## config.mk

```make
export PLATFORM = sky130hd
export DESIGN_NAME = apsr_regs
export DESIGN_NICKNAME = d
export VERILOG_FILES = /design/src/logic/apsr_pkg.sv /design/src/logic/apsr_seg_timer.sv /design/src/logic/apsr_amp_sel.sv /design/src/logic/apsr_regs.sv
export VERILOG_INCLUDE_DIRS = /design/src /design/src/logic
export SDC_FILE = /design/constraint.sdc
export NUM_CORES = 1
export LEC_CHECK = 0
export BUFFER_PORTS_ARGS = -buffer_cell sky130_fd_sc_hd__buf_4
export CORE_MARGIN = 3
export CORE_UTILIZATION = 64
export DETAILED_ROUTE_END_ITERATION = 8
export GPL_ROUTABILITY_DRIVEN = 0
export PLACE_DENSITY = 0.83
export SKIP_LAST_GASP = 1
export SLEW_MARGIN = 20
export SYNTH_ARGS = -nofsm -noshare
export SYNTH_HDL_FRONTEND = slang
export SYNTH_SLANG_ARGS = --single-unit
export TNS_END_PERCENT = 20
```

## constraint.sdc

```tcl
create_clock -name core_clk_in -period 7.2 [get_ports core_clk_in]
set_input_delay 2.16 -clock core_clk_in [delete_from_list [all_inputs] [get_ports core_clk_in]]
set_output_delay 2.16 -clock core_clk_in [all_outputs]
set_load 0.02 [all_outputs]
```

## src/logic/apsr_consts.svh

```systemverilog
// Purpose: Offsets, field positions, reset values and timing for the pulse shape register bank
// Assumes: 5-bit host register address, 8-bit register data
// Notes:   Definitions only
`ifndef APSR_CONSTS_SVH
`define APSR_CONSTS_SVH

`define APSR_ADDR_W        5
`define APSR_DATA_W        8
`define APSR_ADDR_SEG1     5'h08
`define APSR_ADDR_SEG2     5'h09
`define APSR_ADDR_SEG3     5'h0A
`define APSR_ADDR_SEG4     5'h0B
`define APSR_ADDR_SEG5     5'h0C
`define APSR_ADDR_SEG6     5'h0D
`define APSR_SEG_RESET     8'h00
`define APSR_SIGN_BIT      6
`define APSR_MAG_HI        5
`define APSR_AMP_HI        6
`define APSR_NUM_SEGS      8
`define APSR_NUM_REGS      6
`define APSR_SEG_IDX_W     3
`define APSR_CORE_MHZ      200
`define APSR_MCLK_KHZ      1544
`define APSR_RD_NONE       8'h00

`endif

```

## src/logic/apsr_pkg.sv

```systemverilog
// Purpose: Types shared by the pulse shape register bank
// Assumes: Constants come from apsr_consts.svh
// Notes:   Types only
`include "apsr_consts.svh"
package apsr_pkg;
    typedef logic [`APSR_ADDR_W-1:0]    apsr_addr_type;
    typedef logic [`APSR_DATA_W-1:0]    apsr_data_type;
    typedef logic [`APSR_AMP_HI:0]      apsr_amp_type;
    typedef logic [`APSR_SEG_IDX_W-1:0] apsr_seg_type;
    typedef enum logic [1:0] {
        APSR_IDLE  = 2'h1,
        APSR_SHAPE = 2'h2
    } apsr_state_type;
endpackage

```

## src/logic/apsr_seg_timer.sv

```systemverilog
// Purpose: Cuts each master clock period into eight segments; the eighth also takes any remainder of the period
// Assumes: mclk_tick_in is a one-cycle pulse once per master clock period
// Notes:   Segment length is measured from the previous period in core cycles
`timescale 1ns/1ps
`include "apsr_consts.svh"
module apsr_seg_timer #(
    parameter int CNT_W = 16
) (
    input  wire logic                 core_clk_in,
    input  wire logic                 rst_n_in,
    input  wire logic                 mclk_tick_in,
    output apsr_pkg::apsr_seg_type    seg_idx_out,
    output logic                      seg_valid_out
);
    import apsr_pkg::*;

    // Elaboration-time guard: a narrower counter cannot hold eight segments of at least one cycle
    if (CNT_W < 4) begin : gen_bad_cnt_w
        $error("CNT_W too small");
    end

    logic [CNT_W-1:0] period_cnt_reg;
    logic [CNT_W-1:0] period_len_reg;
    logic [CNT_W-1:0] seg_cnt_reg;
    logic [CNT_W-1:0] seg_len;

    // One eighth of the last measured period, never shorter than one cycle
    assign seg_len = (period_len_reg >> `APSR_SEG_IDX_W) == '0 ? CNT_W'(1) : (period_len_reg >> `APSR_SEG_IDX_W);

    // Measure period length between master clock ticks
    always_ff @(posedge core_clk_in or negedge rst_n_in) begin
        if (!rst_n_in) begin
            period_cnt_reg <= '0;
            period_len_reg <= '0;
        end else if (mclk_tick_in) begin
            period_cnt_reg <= CNT_W'(1);
            period_len_reg <= period_cnt_reg;
        end else if (period_cnt_reg != '1) begin
            period_cnt_reg <= period_cnt_reg + CNT_W'(1);
        end
    end

    // Step segments in ascending order, restarting at segment one each tick
    always_ff @(posedge core_clk_in or negedge rst_n_in) begin
        if (!rst_n_in) begin
            seg_idx_out   <= '0;
            seg_cnt_reg   <= '0;
            seg_valid_out <= 1'b0;
        end else if (mclk_tick_in) begin
            seg_idx_out   <= '0;
            seg_cnt_reg   <= CNT_W'(1);
            seg_valid_out <= period_len_reg != '0;
        end else if (seg_cnt_reg >= seg_len) begin
            seg_cnt_reg <= CNT_W'(1);
            if (seg_idx_out != apsr_seg_type'(`APSR_NUM_SEGS - 1)) begin
                seg_idx_out <= seg_idx_out + apsr_seg_type'(1);
            end
        end else begin
            seg_cnt_reg <= seg_cnt_reg + CNT_W'(1);
        end
    end
endmodule

```

## src/logic/apsr_amp_sel.sv

```systemverilog
// Purpose: Picks the amplitude of the current segment
// Assumes: Segments seven and eight come from registers outside this bank
// Notes:   Registered output, one cycle after the segment index
`timescale 1ns/1ps
`include "apsr_consts.svh"
module apsr_amp_sel (
    input  wire logic                 core_clk_in,
    input  wire logic                 rst_n_in,
    input  wire logic [`APSR_NUM_REGS*`APSR_DATA_W-1:0] regs_in,
    input  apsr_pkg::apsr_amp_type    seg_seven_in,
    input  apsr_pkg::apsr_amp_type    seg_eight_in,
    input  apsr_pkg::apsr_seg_type    seg_idx_in,
    input  wire logic                 enable_in,
    output apsr_pkg::apsr_amp_type    amp_out
);
    import apsr_pkg::*;

    apsr_amp_type amp_next;

    // Select low seven bits of the segment register; bit seven never reaches the shaper
    always_comb begin
        amp_next = '0;
        if (enable_in) begin
            if (seg_idx_in < apsr_seg_type'(`APSR_NUM_REGS)) begin
                amp_next = regs_in[seg_idx_in*`APSR_DATA_W +: (`APSR_AMP_HI+1)];
            end else if (seg_idx_in == apsr_seg_type'(`APSR_NUM_REGS)) begin
                amp_next = seg_seven_in;
            end else begin
                amp_next = seg_eight_in;
            end
        end
    end

    always_ff @(posedge core_clk_in or negedge rst_n_in) begin
        if (!rst_n_in) begin
            amp_out <= '0;
        end else begin
            amp_out <= amp_next;
        end
    end
endmodule

```

## src/logic/apsr_regs.sv

```systemverilog
// Purpose: Arbitrary transmit pulse shape register bank with segment sequencer
// Assumes: Host interface delivers decoded address, write strobe and data synchronous to core_clk_in
// Notes:   Six segment registers live here; segments seven and eight arrive as inputs
`timescale 1ns/1ps
`include "apsr_consts.svh"
module apsr_regs #(
    parameter int CNT_W = 16
) (
    input  wire logic                 core_clk_in,
    input  wire logic                 rst_n_in,
    input  apsr_pkg::apsr_addr_type   host_addr_in,
    input  wire logic                 host_wr_in,
    input  wire logic                 host_rd_in,
    input  apsr_pkg::apsr_data_type   host_wdata_in,
    output apsr_pkg::apsr_data_type   host_rdata_out,
    output logic                      host_hit_out,
    input  wire logic                 arb_mode_in,
    input  wire logic                 mclk_tick_in,
    input  apsr_pkg::apsr_amp_type    seg_seven_in,
    input  apsr_pkg::apsr_amp_type    seg_eight_in,
    output apsr_pkg::apsr_amp_type    pulse_amp_out,
    output logic                      pulse_sign_out,
    output logic                      pulse_active_out,
    output apsr_pkg::apsr_seg_type    seg_idx_out
);
    import apsr_pkg::*;

    // Elaboration-time guard: the period counter must fit a master clock period and stay a plain word
    if (CNT_W < 4 || CNT_W > 32) begin : gen_bad_cnt_w
        $error("CNT_W out of range");
    end

    logic           rst_sync1_reg;
    logic           rst_sync2_reg;
    logic           rst_n;
    apsr_data_type  seg_reg [`APSR_NUM_REGS];
    logic [`APSR_NUM_REGS*`APSR_DATA_W-1:0] seg_flat;
    logic [`APSR_NUM_REGS-1:0]  addr_hit;
    apsr_addr_type  seg_addr [`APSR_NUM_REGS];
    apsr_seg_type   seg_idx;
    logic           seg_valid;
    apsr_state_type state_reg;
    apsr_state_type state_next;
    apsr_amp_type   amp;

    // Reset released through two flops so deassertion is clean
    always_ff @(posedge core_clk_in or negedge rst_n_in) begin
        if (!rst_n_in) begin
            rst_sync1_reg <= 1'b0;
            rst_sync2_reg <= 1'b0;
        end else begin
            rst_sync1_reg <= 1'b1;
            rst_sync2_reg <= rst_sync1_reg;
        end
    end
    assign rst_n = rst_sync2_reg;

    // Address table of the segment registers
    assign seg_addr[0] = `APSR_ADDR_SEG1;
    assign seg_addr[1] = `APSR_ADDR_SEG2;
    assign seg_addr[2] = `APSR_ADDR_SEG3;
    assign seg_addr[3] = `APSR_ADDR_SEG4;
    assign seg_addr[4] = `APSR_ADDR_SEG5;
    assign seg_addr[5] = `APSR_ADDR_SEG6;

    // One storage byte per segment; bit seven is kept so software reads back what it wrote
    genvar g;
    generate
        for (g = 0; g < `APSR_NUM_REGS; g++) begin : gen_seg
            assign addr_hit[g] = host_addr_in == seg_addr[g];
            assign seg_flat[g*`APSR_DATA_W +: `APSR_DATA_W] = seg_reg[g];
            always_ff @(posedge core_clk_in or negedge rst_n) begin
                if (!rst_n) begin
                    seg_reg[g] <= `APSR_SEG_RESET;
                end else if (host_wr_in && addr_hit[g]) begin
                    seg_reg[g] <= host_wdata_in;
                end
            end
        end
    endgenerate

    // Read data registered; unmapped addresses read zero and drop the hit flag
    always_ff @(posedge core_clk_in or negedge rst_n) begin
        if (!rst_n) begin
            host_rdata_out <= `APSR_RD_NONE;
            host_hit_out   <= 1'b0;
        end else if (host_rd_in) begin
            host_hit_out <= |addr_hit;
            if (addr_hit[0]) begin
                host_rdata_out <= seg_reg[0];
            end else if (addr_hit[1]) begin
                host_rdata_out <= seg_reg[1];
            end else if (addr_hit[2]) begin
                host_rdata_out <= seg_reg[2];
            end else if (addr_hit[3]) begin
                host_rdata_out <= seg_reg[3];
            end else if (addr_hit[4]) begin
                host_rdata_out <= seg_reg[4];
            end else if (addr_hit[5]) begin
                host_rdata_out <= seg_reg[5];
            end else begin
                host_rdata_out <= `APSR_RD_NONE;
            end
        end
    end

    // Mode state: shaping starts at the next period boundary so no pulse begins mid-segment
    always_comb begin
        state_next = state_reg;
        case (state_reg)
            APSR_IDLE: begin
                if (arb_mode_in && mclk_tick_in) begin
                    state_next = APSR_SHAPE;
                end
            end
            APSR_SHAPE: begin
                if (!arb_mode_in) begin
                    state_next = APSR_IDLE;
                end
            end
            default: begin
                state_next = APSR_IDLE;
            end
        endcase
    end

    always_ff @(posedge core_clk_in or negedge rst_n) begin
        if (!rst_n) begin
            state_reg <= APSR_IDLE;
        end else begin
            state_reg <= state_next;
        end
    end

    apsr_seg_timer #(
        .CNT_W (CNT_W)
    ) u_timer (
        .core_clk_in   (core_clk_in),
        .rst_n_in      (rst_n),
        .mclk_tick_in  (mclk_tick_in),
        .seg_idx_out   (seg_idx),
        .seg_valid_out (seg_valid)
    );

    apsr_amp_sel u_sel (
        .core_clk_in  (core_clk_in),
        .rst_n_in     (rst_n),
        .regs_in      (seg_flat),
        .seg_seven_in (seg_seven_in),
        .seg_eight_in (seg_eight_in),
        .seg_idx_in   (seg_idx),
        .enable_in    (state_reg == APSR_SHAPE && arb_mode_in && seg_valid),
        .amp_out      (amp)
    );

    // Outputs to the pulse shaper, aligned with the selected amplitude
    assign pulse_amp_out  = amp;
    assign pulse_sign_out = amp[`APSR_SIGN_BIT];

    always_ff @(posedge core_clk_in or negedge rst_n) begin
        if (!rst_n) begin
            pulse_active_out <= 1'b0;
            seg_idx_out      <= '0;
        end else begin
            pulse_active_out <= state_reg == APSR_SHAPE && arb_mode_in && seg_valid;
            seg_idx_out      <= seg_idx;
        end
    end
endmodule

```

==> results of run 1 <==
## synth_stat cells, types with 2 or more instances
| library cell | instances |
|---|---|
| a211oi_1 | 9 |
| a21oi_1 | 24 |
| a22o_1 | 2 |
| a22oi_1 | 3 |
| a31oi_1 | 3 |
| a32o_1 | 2 |
| and3_1 | 6 |
| buf_1 | 2 |
| buf_2 | 5 |
| clkbuf_1 | 13 |
| conb_1 | 2 |
| dfrtp_1 | 123 |
| ha_1 | 18 |
| inv_1 | 26 |
| mux2_2 | 53 |
| mux2i_1 | 28 |
| mux4_2 | 7 |
| nand2_1 | 36 |
| nand2b_1 | 5 |
| nand3_1 | 10 |
| nand4_1 | 9 |
| nor2_1 | 54 |
| nor2_2 | 3 |
| nor2b_1 | 8 |
| nor3_1 | 5 |
| nor4_1 | 3 |
| o21ai_0 | 26 |
| o221ai_1 | 5 |
| o22ai_1 | 2 |
| or2_1 | 2 |
| or3_1 | 3 |
| xnor2_1 | 9 |
| xor2_1 | 14 |
## critical path: cells and delay by family
kind                   cells  cell delay, ns
buffers and inverters      1            0.11
muxes                      1            0.40
and+or+nand+nor            4            1.08
## kinds of logic after synthesis
kind of cell / synth area share, %
compound gates: 8.53
simple gates: 12.0
mux: 17.2
buf+inv: 3.53
flops: 51.5
fa+ha+maj: 3.74
other cells: 0.125
xor+xnor: 3.34
## layout make-up
class	count	area (sq um)	area share [%]
Sequential cell	124	3110	44.0
Multi-Input combinational cell	367	2710	38.4
Clock buffer	23	477	6.74
Timing Repair Buffer	54	405	5.73
Clock inverter	9	135	1.91
Tap cell	108	135	1.91
Inverter	26	97.6	1.38
## power groups by stage
stage,Clock (W),Combinational (W),Sequential [W]
global placement,0,0.000192,0.000840
global route,0.000906,0.000226,0.000845
finish,0.000866,0.000208,0.000838
floorplan,0,0.000143,0.000824
detailed placement,0,0.000201,0.000845
CTS,0.000873,0.000207,0.000836
## stage by stage
step / instances / setup slack, ns / area [sq um]
after floorplan: 540 / 3.49 / 6030
after CTS: 711 / 3.90 / 7070
after global routing: 711 / 3.72 / 7070
after detailed placement: 679 / 3.42 / 6460
final: 711 / 3.85 / 7070
after global placement: 679 / 3.47 / 6460
## worst min path at each step
stage	to	cells past startpoint
floorplan	rst_n	0
global placement	rst_n	0
detailed placement	rst_n	0
CTS	rst_n	0
global route	rst_n	0
finish	rst_n	0
## routing by layer
| layer | vias to the layer above | share of wire, % |
|---|---|---|
| met3 | 44 | 6.8 |
| met2 | 195 | 49 |
| met1 | 2178 | 42 |
| met5 | - | 0 |
| li1 | 2002 | - |
| met4 | 0 | 2.1 |
==> impl_results.md, run 1 <==
- FF-to-FF Start: u_timer.period_len_reg[10]
- Min Hold Slack: 0.354 ns
- Die Y: 103 um
- Max Cap Viol: 0
- Via-to-Cell Ratio: 6.22
- Crit path to: seg_flat[0]
- Vias in the first global route: 4375
- Antenna violations before repair: 0
- Synth Flop Type: dfrtp_1
- Async SR Flop Fraction: 100%
- Final core utilization: 79.1%
- Antenna-violating nets left: 0
- Via count: 4419
- Hold Crit Start: rst_sync1_reg
- Nets: 641
- FILL cells: 544
- Most frequent cells in the layout: dfrtp_1, nor2_1, buf_4
- Status: complete, no violations
- Final wirelength: 13700 um
- Number of synthesized flops with an enable pin: 0
- Crit Path Class: primary input to register
- Max-slew violations: 0
- Worst Setup End Kind: register
- Crit path time final: 3.35 ns
- Tcrit/Tclk final: 46.5%
- Register area share after synthesis: 51.5%
- Switching Fraction: 24.6%
- Fmax: 299 MHz
- Critical Path Start Type: primary input
- 1st-pass router iterations: 5
- HPWL Detailed: 9090 um
- PnR Total Power: 0.00191 W
- Setup bufs post-CTS: 0
- Sequential share of power: 43.8%
- Clock sink count: 124
- Combinational power share: 10.9%
- RSZ-0062 raised after global routing: false
- Max VDD drop: 0.192 mV
- TritonCTS clock tree: done
- Initial core utilization: 67.5%
- RR Endpoint: u_timer.seg_idx_out[1]
- R2R cell count: 12
- Number of I/O port buffers: 53
- Die ar.: 10600 sq um
- Clock latency on the worst-skew pair: 0.52 ns
- M1 GR Usage: 37.4%
- Static leakage: 3.21 nW
- Final hold viol count: 0
- Die W: 103 um
- Clock power frac: 45.3%
- Layout cells sized above 1: 25.4%
- CP Max Fanout: 8
- FP Rows: 34
- # IOs: 54
- Worst Tran Pin Value: 1.03 ns
- HP Class: register to register
- Aggregate negative setup slack: 0 ns
- CTS Buf Count: 17
- Setup Skew: 0.00566 ns
- Post-CTS Resized: 0
- Crit path DAT: 3.75 ns
- Largest stage delay on the critical path: 0.40 ns
- Met3 Usage GRT: 7.10%
- Critical path data required time: 7.60 ns
- Setup Viol. Count Final: 0
- R2r setup slk: 3.98 ns
- Leading area contributor after synthesis: dfrtp_1
- Core box area: 8930 sq um
- Commonest non-fill, non-tap cell in the layout: dfrtp_1
- Warnings, synthesis: 0
- Critical Path Source: host_addr_in[4]
- Ranking of synthesized cells by area: dfrtp_1, mux2_2, mux2i_1, ha_1, nor2_1
- Slowest CP cell: mux2_2
- PD cells: 270 nW/um^2
- Number of distinct library cells after synthesis: 52
- FF+latch count, synth: 124
- Max_slew headroom: 31.1%
- Hold buffers post-CTS: 0
- Mapped Avg Cell Area: 11.2 sq um
- Iter 0 DRT Violations: 345
- Busiest grt layer: met2
- H-tree Lvls: 4
- Syn Inst Count: 539
- Antenna cells: 0
- First-pass GRT wire length: 21900 um
- Total global-route track usage: 27.4%
- Crit path cell chain: buf_4 -> nand2b_4 -> or2_2 -> nor3_2 -> nand2_1 -> mux2_2
- Post-Syn Area: 6030 sq um
- Max clock buf depth: 2
- Share of the synthesized area in the top cell type: 51.1%
- Number of flip-flops under the largest register name: 48
- Area growth, synth to finish: 17.3%
- Int Power: 0.00144 W
- Clock transition at path regs: 0.06 ns
- Psw: 0.000470 W
- Met2 usage: 43.1%
- Routed WL per cell: 19.3 um
- DRC violations left: 0
- Largest net degree at the start of global routing: 67
- Grt total ovfl: 0
- Root Driver: clkbuf_8
Note: power is estimated with default switching activity, not from simulation.
==> run 2, diff against run 1 <==
--- a/config.mk
+++ b/config.mk
@@ -8,10 +8,10 @@
 export LEC_CHECK = 0
 export BUFFER_PORTS_ARGS = -buffer_cell sky130_fd_sc_hd__buf_4
 export CORE_MARGIN = 3
-export CORE_UTILIZATION = 64
+export CORE_UTILIZATION = 54
 export DETAILED_ROUTE_END_ITERATION = 8
 export GPL_ROUTABILITY_DRIVEN = 0
-export PLACE_DENSITY = 0.83
+export PLACE_DENSITY = 0.74
 export SKIP_LAST_GASP = 1
 export SLEW_MARGIN = 20
 export SYNTH_ARGS = -nofsm -noshare
==> constraint.sdc (replaced) <==
create_clock -name core_clk_in -period 2.98 [get_ports core_clk_in]
set_input_delay 0.894 -clock core_clk_in [delete_from_list [all_inputs] [get_ports core_clk_in]]
set_output_delay 0.894 -clock core_clk_in [all_outputs]
set_load 0.02 [all_outputs]
==> run 2 against run 1 <==
Net effect: clock skew barely moved; die area grew 17%; register-to-register slack lost 3.7 ns; total power up 140%; utilization decreased by 11 points; critical path type is now register to register; largest cell class unchanged.
==> impl_results.md, run 2 (synthesis gave the netlist of run 1 again) <==
- Status: complete, no violations
- R2R cell count: 13
- Setup Skew: 0.00562 ns
- Final hold viol count: 0
- Static leakage: 3.27 nW
- Number of I/O port buffers: 53
- Die ar.: 12500 sq um
- WP buf/inv: 2
- Fmax: 372 MHz
- Layout cells sized above 1: 27.0%
- DRC violations left: 0
- Clock sink count: 124
- Most frequent cells in the layout: dfrtp_1, buf_4, nor2_1
- FF-to-FF Start: u_timer.period_len_reg[9]
- HP Class: primary input to asynchronous set/reset pin
- Critical path data required time: 3.43 ns
- Clock transition at path regs: 0.06 ns
- Area growth, synth to finish: 19.6%
- Aggregate negative setup slack: 0 ns
- Critical Path Source: u_timer.period_len_reg[9]
- Clock power frac: 46.3%
- Combinational power share: 11.2%
- Commonest non-fill, non-tap cell in the layout: dfrtp_1
- PD cells: 644 nW/um^2
- Initial core utilization: 56.8%
- First-pass GRT wire length: 21500 um
- Final wirelength: 13000 um
- Crit path cell chain: inv_1 -> nand4_1 -> nor4_2 -> nand4_1 -> nand2b_1 -> ha_1 -> nor2_1 -> a21oi_1 -> o41ai_2 -> a21boi_1 -> or3_4 -> buf_4 -> nor2_1
- Setup Viol. Count Final: 0
- Vias in the first global route: 4200
- Crit-path leading delay family: simple AND/OR/NAND/NOR gates
- Switching Fraction: 23.7%
- Worst Tran Pin Value: 0.562 ns
- Antenna cells: 0
- Antenna-violating nets left: 0
- Max VDD drop: 0.443 mV
- RR Endpoint: u_timer.seg_cnt_reg[3]
- Min Hold Slack: 0.136 ns
- R2r setup slk: 0.29 ns
- TritonCTS clock tree: done
- Slowest CP cell: or3_4
- HPWL Detailed: 8850 um
- Clock latency on the worst-skew pair: 0.53 ns
- Nets: 649
- CTS Buf Count: 17
- CP Max Fanout: 11
- Hold buffers post-CTS: 0
- # IOs: 54
- Int Power: 0.00354 W
- Max Cap Viol: 0
- Via count: 4177
- Max clock buf depth: 2
- Max-slew violations: 0
- Crit path time final: 2.69 ns
- Critical path depth: 13
- Max_slew headroom: 62.5%
- 1st-pass router iterations: 4
- Die Y: 112 um
- Largest net degree at the start of global routing: 86
- Grt total ovfl: 0
- Routed WL per cell: 17.4 um
- Crit Path Class: register to register
- FP Rows: 37
- Core box area: 10600 sq um
- Number of flip-flops under the largest register name: 48
- Tcrit/Tclk final: 90.2%
- Total global-route track usage: 22.1%
- Antenna violations before repair: 0
- Crit path DAT: 3.14 ns
- Largest stage delay on the critical path: 0.39 ns
- H-tree Lvls: 4
- Psw: 0.00110 W
- Via-to-Cell Ratio: 5.59
- Root Driver: clkbuf_8
- Crit path to: u_timer.seg_cnt_reg[3]
- RSZ-0062 raised after global routing: false
- Sequential share of power: 42.5%
- Iter 0 DRT Violations: 294
- FILL cells: 800
- Die W: 112 um
- Worst Setup End Kind: register
- Critical Path Start Type: register
[run 2: how the worst min path moves through the flow]
stage	from	end	slack [ns]	depth (start not counted)
after detailed placement	rst_n	u_timer.period_cnt_reg[9]	0.32	0
after global placement	rst_n	u_timer.period_cnt_reg[9]	0.31	0
after floorplan	rst_sync1_reg	rst_n	0.33	0
after CTS	rst_n_in	rst_n	0.12	1
after global routing	rst_n_in	rst_n	0.11	1
final	rst_n_in	rst_n	0.14	1
[run 2: worst register-to-register path, stage by stage, from the launching register on]
cell	delay (ns)
dfrtp_1	0.35
inv_1	0.10
nand4_1	0.11
nor4_2	0.20
nand4_1	0.15
nand2b_1	0.09
ha_1	0.22
nor2_1	0.12
a21oi_1	0.11
o41ai_2	0.29
a21boi_1	0.14
or3_4	0.39
buf_4	0.20
nor2_1	0.13
[run 2: cell type report]
class | instances | area [sq um] | area share (%)
Sequential cell | 124 | 3110 | 43.1
Clock inverter | 11 | 165 | 2.29
Timing Repair Buffer | 62 | 478 | 6.63
Inverter | 26 | 97.6 | 1.35
Tap cell | 136 | 170 | 2.36
Clock buffer | 21 | 459 | 6.37
Multi-Input combinational cell | 367 | 2730 | 37.9
[run 2: what timing repair did]
action / in CTS / in global routing
resized for setup: 0 / 3
setup buffers: 0 / 0
setup endpoints to repair: 0 / 16
[run 2: power groups by stage]
stage	combinational (W)	sequential, W	clock [W]
2_1_floorplan	0.000345	0.00199	0
6_report	0.000518	0.00198	0.00215
4_1_cts	0.000521	0.00197	0.00218
5_1_grt	0.000569	0.00200	0.00227
3_5_place_dp	0.000516	0.00200	0
3_3_place_gp	0.000501	0.00199	0
[run 2: metrics by stage]
step	worst slack (ns)	utilization, %	power [W]	instances	instance area [sq um]
floorplan	0.541	-	0.00233	540	6030
global placement	0.298	61.9	0.00249	715	6570
detailed placement	0.155	61.9	0.00252	715	6570
CTS	0.0688	67.8	0.00467	747	7190
global route	0.0303	68.0	0.00484	747	7210
finish	0.293	68.0	0.00464	747	7210
[run 2: layer usage]
metal  global-route usage (%)  routed length (um)
met1                     31.3                6220
met2                     33.3                6020
met3                     5.16                 536
met4                     8.52                 248
met5                        0                   0
==> run 3, diff against run 2 <==
--- a/config.mk
+++ b/config.mk
@@ -11,7 +11,7 @@
 export CORE_UTILIZATION = 54
 export DETAILED_ROUTE_END_ITERATION = 8
 export GPL_ROUTABILITY_DRIVEN = 0
-export PLACE_DENSITY = 0.74
+export PLACE_DENSITY = 0.76
 export SKIP_LAST_GASP = 1
 export SLEW_MARGIN = 20
 export SYNTH_ARGS = -nofsm -noshare
==> run 3 against run 2 <==
Net effect: final cell count stayed put; sequential power hardly changed; highest routed layer unchanged; total power is 2.8% lower; first-iteration DRC count is 8.8% lower; final area is 0.59% lower; die area stayed put; global-route usage is 0.51 points higher; sequential cell count stayed put; clock power is 6% lower; fmax is 3.4% lower; sequential share of layout area is 0.26 points higher.
==> impl_results.md, run 3 (synthesis gave the netlist of run 1 again) <==
- Status: complete, no violations
- Max-slew violations: 0
- PD cells: 630 nW/um^2
- Setup Skew: 0.00313 ns
- Critical path depth: 13
- FF-to-FF Start: u_timer.period_len_reg[15]
- Max Cap Viol: 0
- HP Class: primary input to asynchronous set/reset pin
- Antenna cells: 0
- Most frequent cells in the layout: dfrtp_1, buf_4, nor2_1
- Nets: 649
- Max clock buf depth: 2
- Antenna violations before repair: 0
- CTS Buf Count: 17
- DRC violations left: 0
- Clock transition at path regs: 0.06 ns
- Die ar.: 12500 sq um
- TritonCTS clock tree: done
- Final hold viol count: 0
- Crit path to: u_timer.seg_cnt_reg[9]
- Final wirelength: 13100 um
- Number of I/O port buffers: 53
- Largest stage delay on the critical path: 0.39 ns
- Total global-route track usage: 22.6%
- Crit path DAT: 3.24 ns
- Aggregate negative setup slack: 0 ns
- First-pass GRT wire length: 22300 um
- Crit path time final: 2.78 ns
- Antenna-violating nets left: 0
- Post-placement cell area: 6570 sq um
- Crit path cell chain: inv_1 -> nand4_1 -> nor4_1 -> nand4_1 -> nand2b_1 -> ha_1 -> nor2_1 -> a21oi_1 -> o41ai_1 -> a21boi_1 -> or3_4 -> buf_4 -> nor2_1
- Die W: 112 um
- Via count: 4321
- RSZ-0062 raised after global routing: false
- H-tree Lvls: 4
- R2r setup slk: 0.20 ns
- Max_slew headroom: 57.8%
- Worst Tran Pin Value: 0.633 ns
- Fmax: 360 MHz
- Crit Path Class: register to register
- Worst Setup End Kind: register
- Post-route cell area: 7170 sq um
- Clock sink count: 124
- Slowest CP cell: or3_4
- Layout cells sized above 1: 26.8%
- HPWL Detailed: 8870 um
- Initial core utilization: 56.8%
- Largest net degree at the start of global routing: 123
- Critical path data required time: 3.44 ns
- Crit-path leading delay family: simple AND/OR/NAND/NOR gates
- Area growth, synth to finish: 18.9%
- CP Max Fanout: 11
- R2R cell count: 13
- # IOs: 54
- Setup Viol. Count Final: 0
- WP buf/inv: 2
- Tcrit/Tclk final: 93.3%
- Final core utilization: 67.6%
- Hold buffers post-CTS: 0
- RR Endpoint: u_timer.seg_cnt_reg[9]
- FP Rows: 37
- 1st-pass router iterations: 6
- Critical Path Source: u_timer.period_len_reg[15]
- Root Driver: clkbuf_8
- Number of flip-flops under the largest register name: 48
- Die Y: 112 um
- Max VDD drop: 0.496 mV
- Iter 0 DRT Violations: 268
- Critical Path Start Type: register
- Commonest non-fill, non-tap cell in the layout: dfrtp_1
- Core box area: 10600 sq um
- Clock latency on the worst-skew pair: 0.53 ns
- Vias in the first global route: 4509
- Min Hold Slack: 0.133 ns
- Static leakage: 3.25 nW
- Routed WL per cell: 17.5 um
- Via-to-Cell Ratio: 5.78
- Grt total ovfl: 0
## run 3: cell types whose count changed in the layout (fill, tap and decap cells not counted), sizes merged
cell,delta
clkinvlp,+1
clkbuf,+1
bufinv,-2
## run 3: final cells by class
class | count | area (sq um)
fillers | 779 | 3430
flip-flops and latches | 124 | 3110
multi-input cells | 367 | 2720
clock buffers | 22 | 483
repair buffers | 62 | 478
well taps | 136 | 170
clock inverters | 10 | 113
inverters | 26 | 97.6
## run 3: timing repair
| action | 4_1_cts | 5_1_grt |
|---|---|---|
| setup buffers | 0 | 0 |
| endpoints found under the setup margin | 0 | 11 |
| resized for setup | 0 | 1 |
## run 3: metal layers
layer	track usage (%)	share of wire (%)	vias up
met3	6.30	4.9	20
met4	7.95	1.7	0
li1	-	-	2017
met2	36.2	49	108
met1	29.7	44	2176
met5	0	0	-
## run 3: how the worst min path moves through the flow
stage,end
after floorplan,rst_n
after global placement,rst_n
after detailed placement,rst_n
after CTS,rst_n
after global routing,rst_n
final,rst_n
## run 3: stage by stage
stage	power (W)	std cells	setup slack, ns
after CTS	0.00455	747	0.191
final	0.00451	747	0.200
after floorplan	0.00233	540	0.541
after global routing	0.00470	747	0.0314
after detailed placement	0.00252	715	0.224
after global placement	0.00248	715	0.311
## run 3: power breakdown
part	total, W	internal (W)	switching [W]
clock	0.00202	0.00129	0.000728
combinational	0.000522	0.000277	0.000245
sequential	0.00197	0.00185	0.000120
total	0.00451	0.00342	0.00109
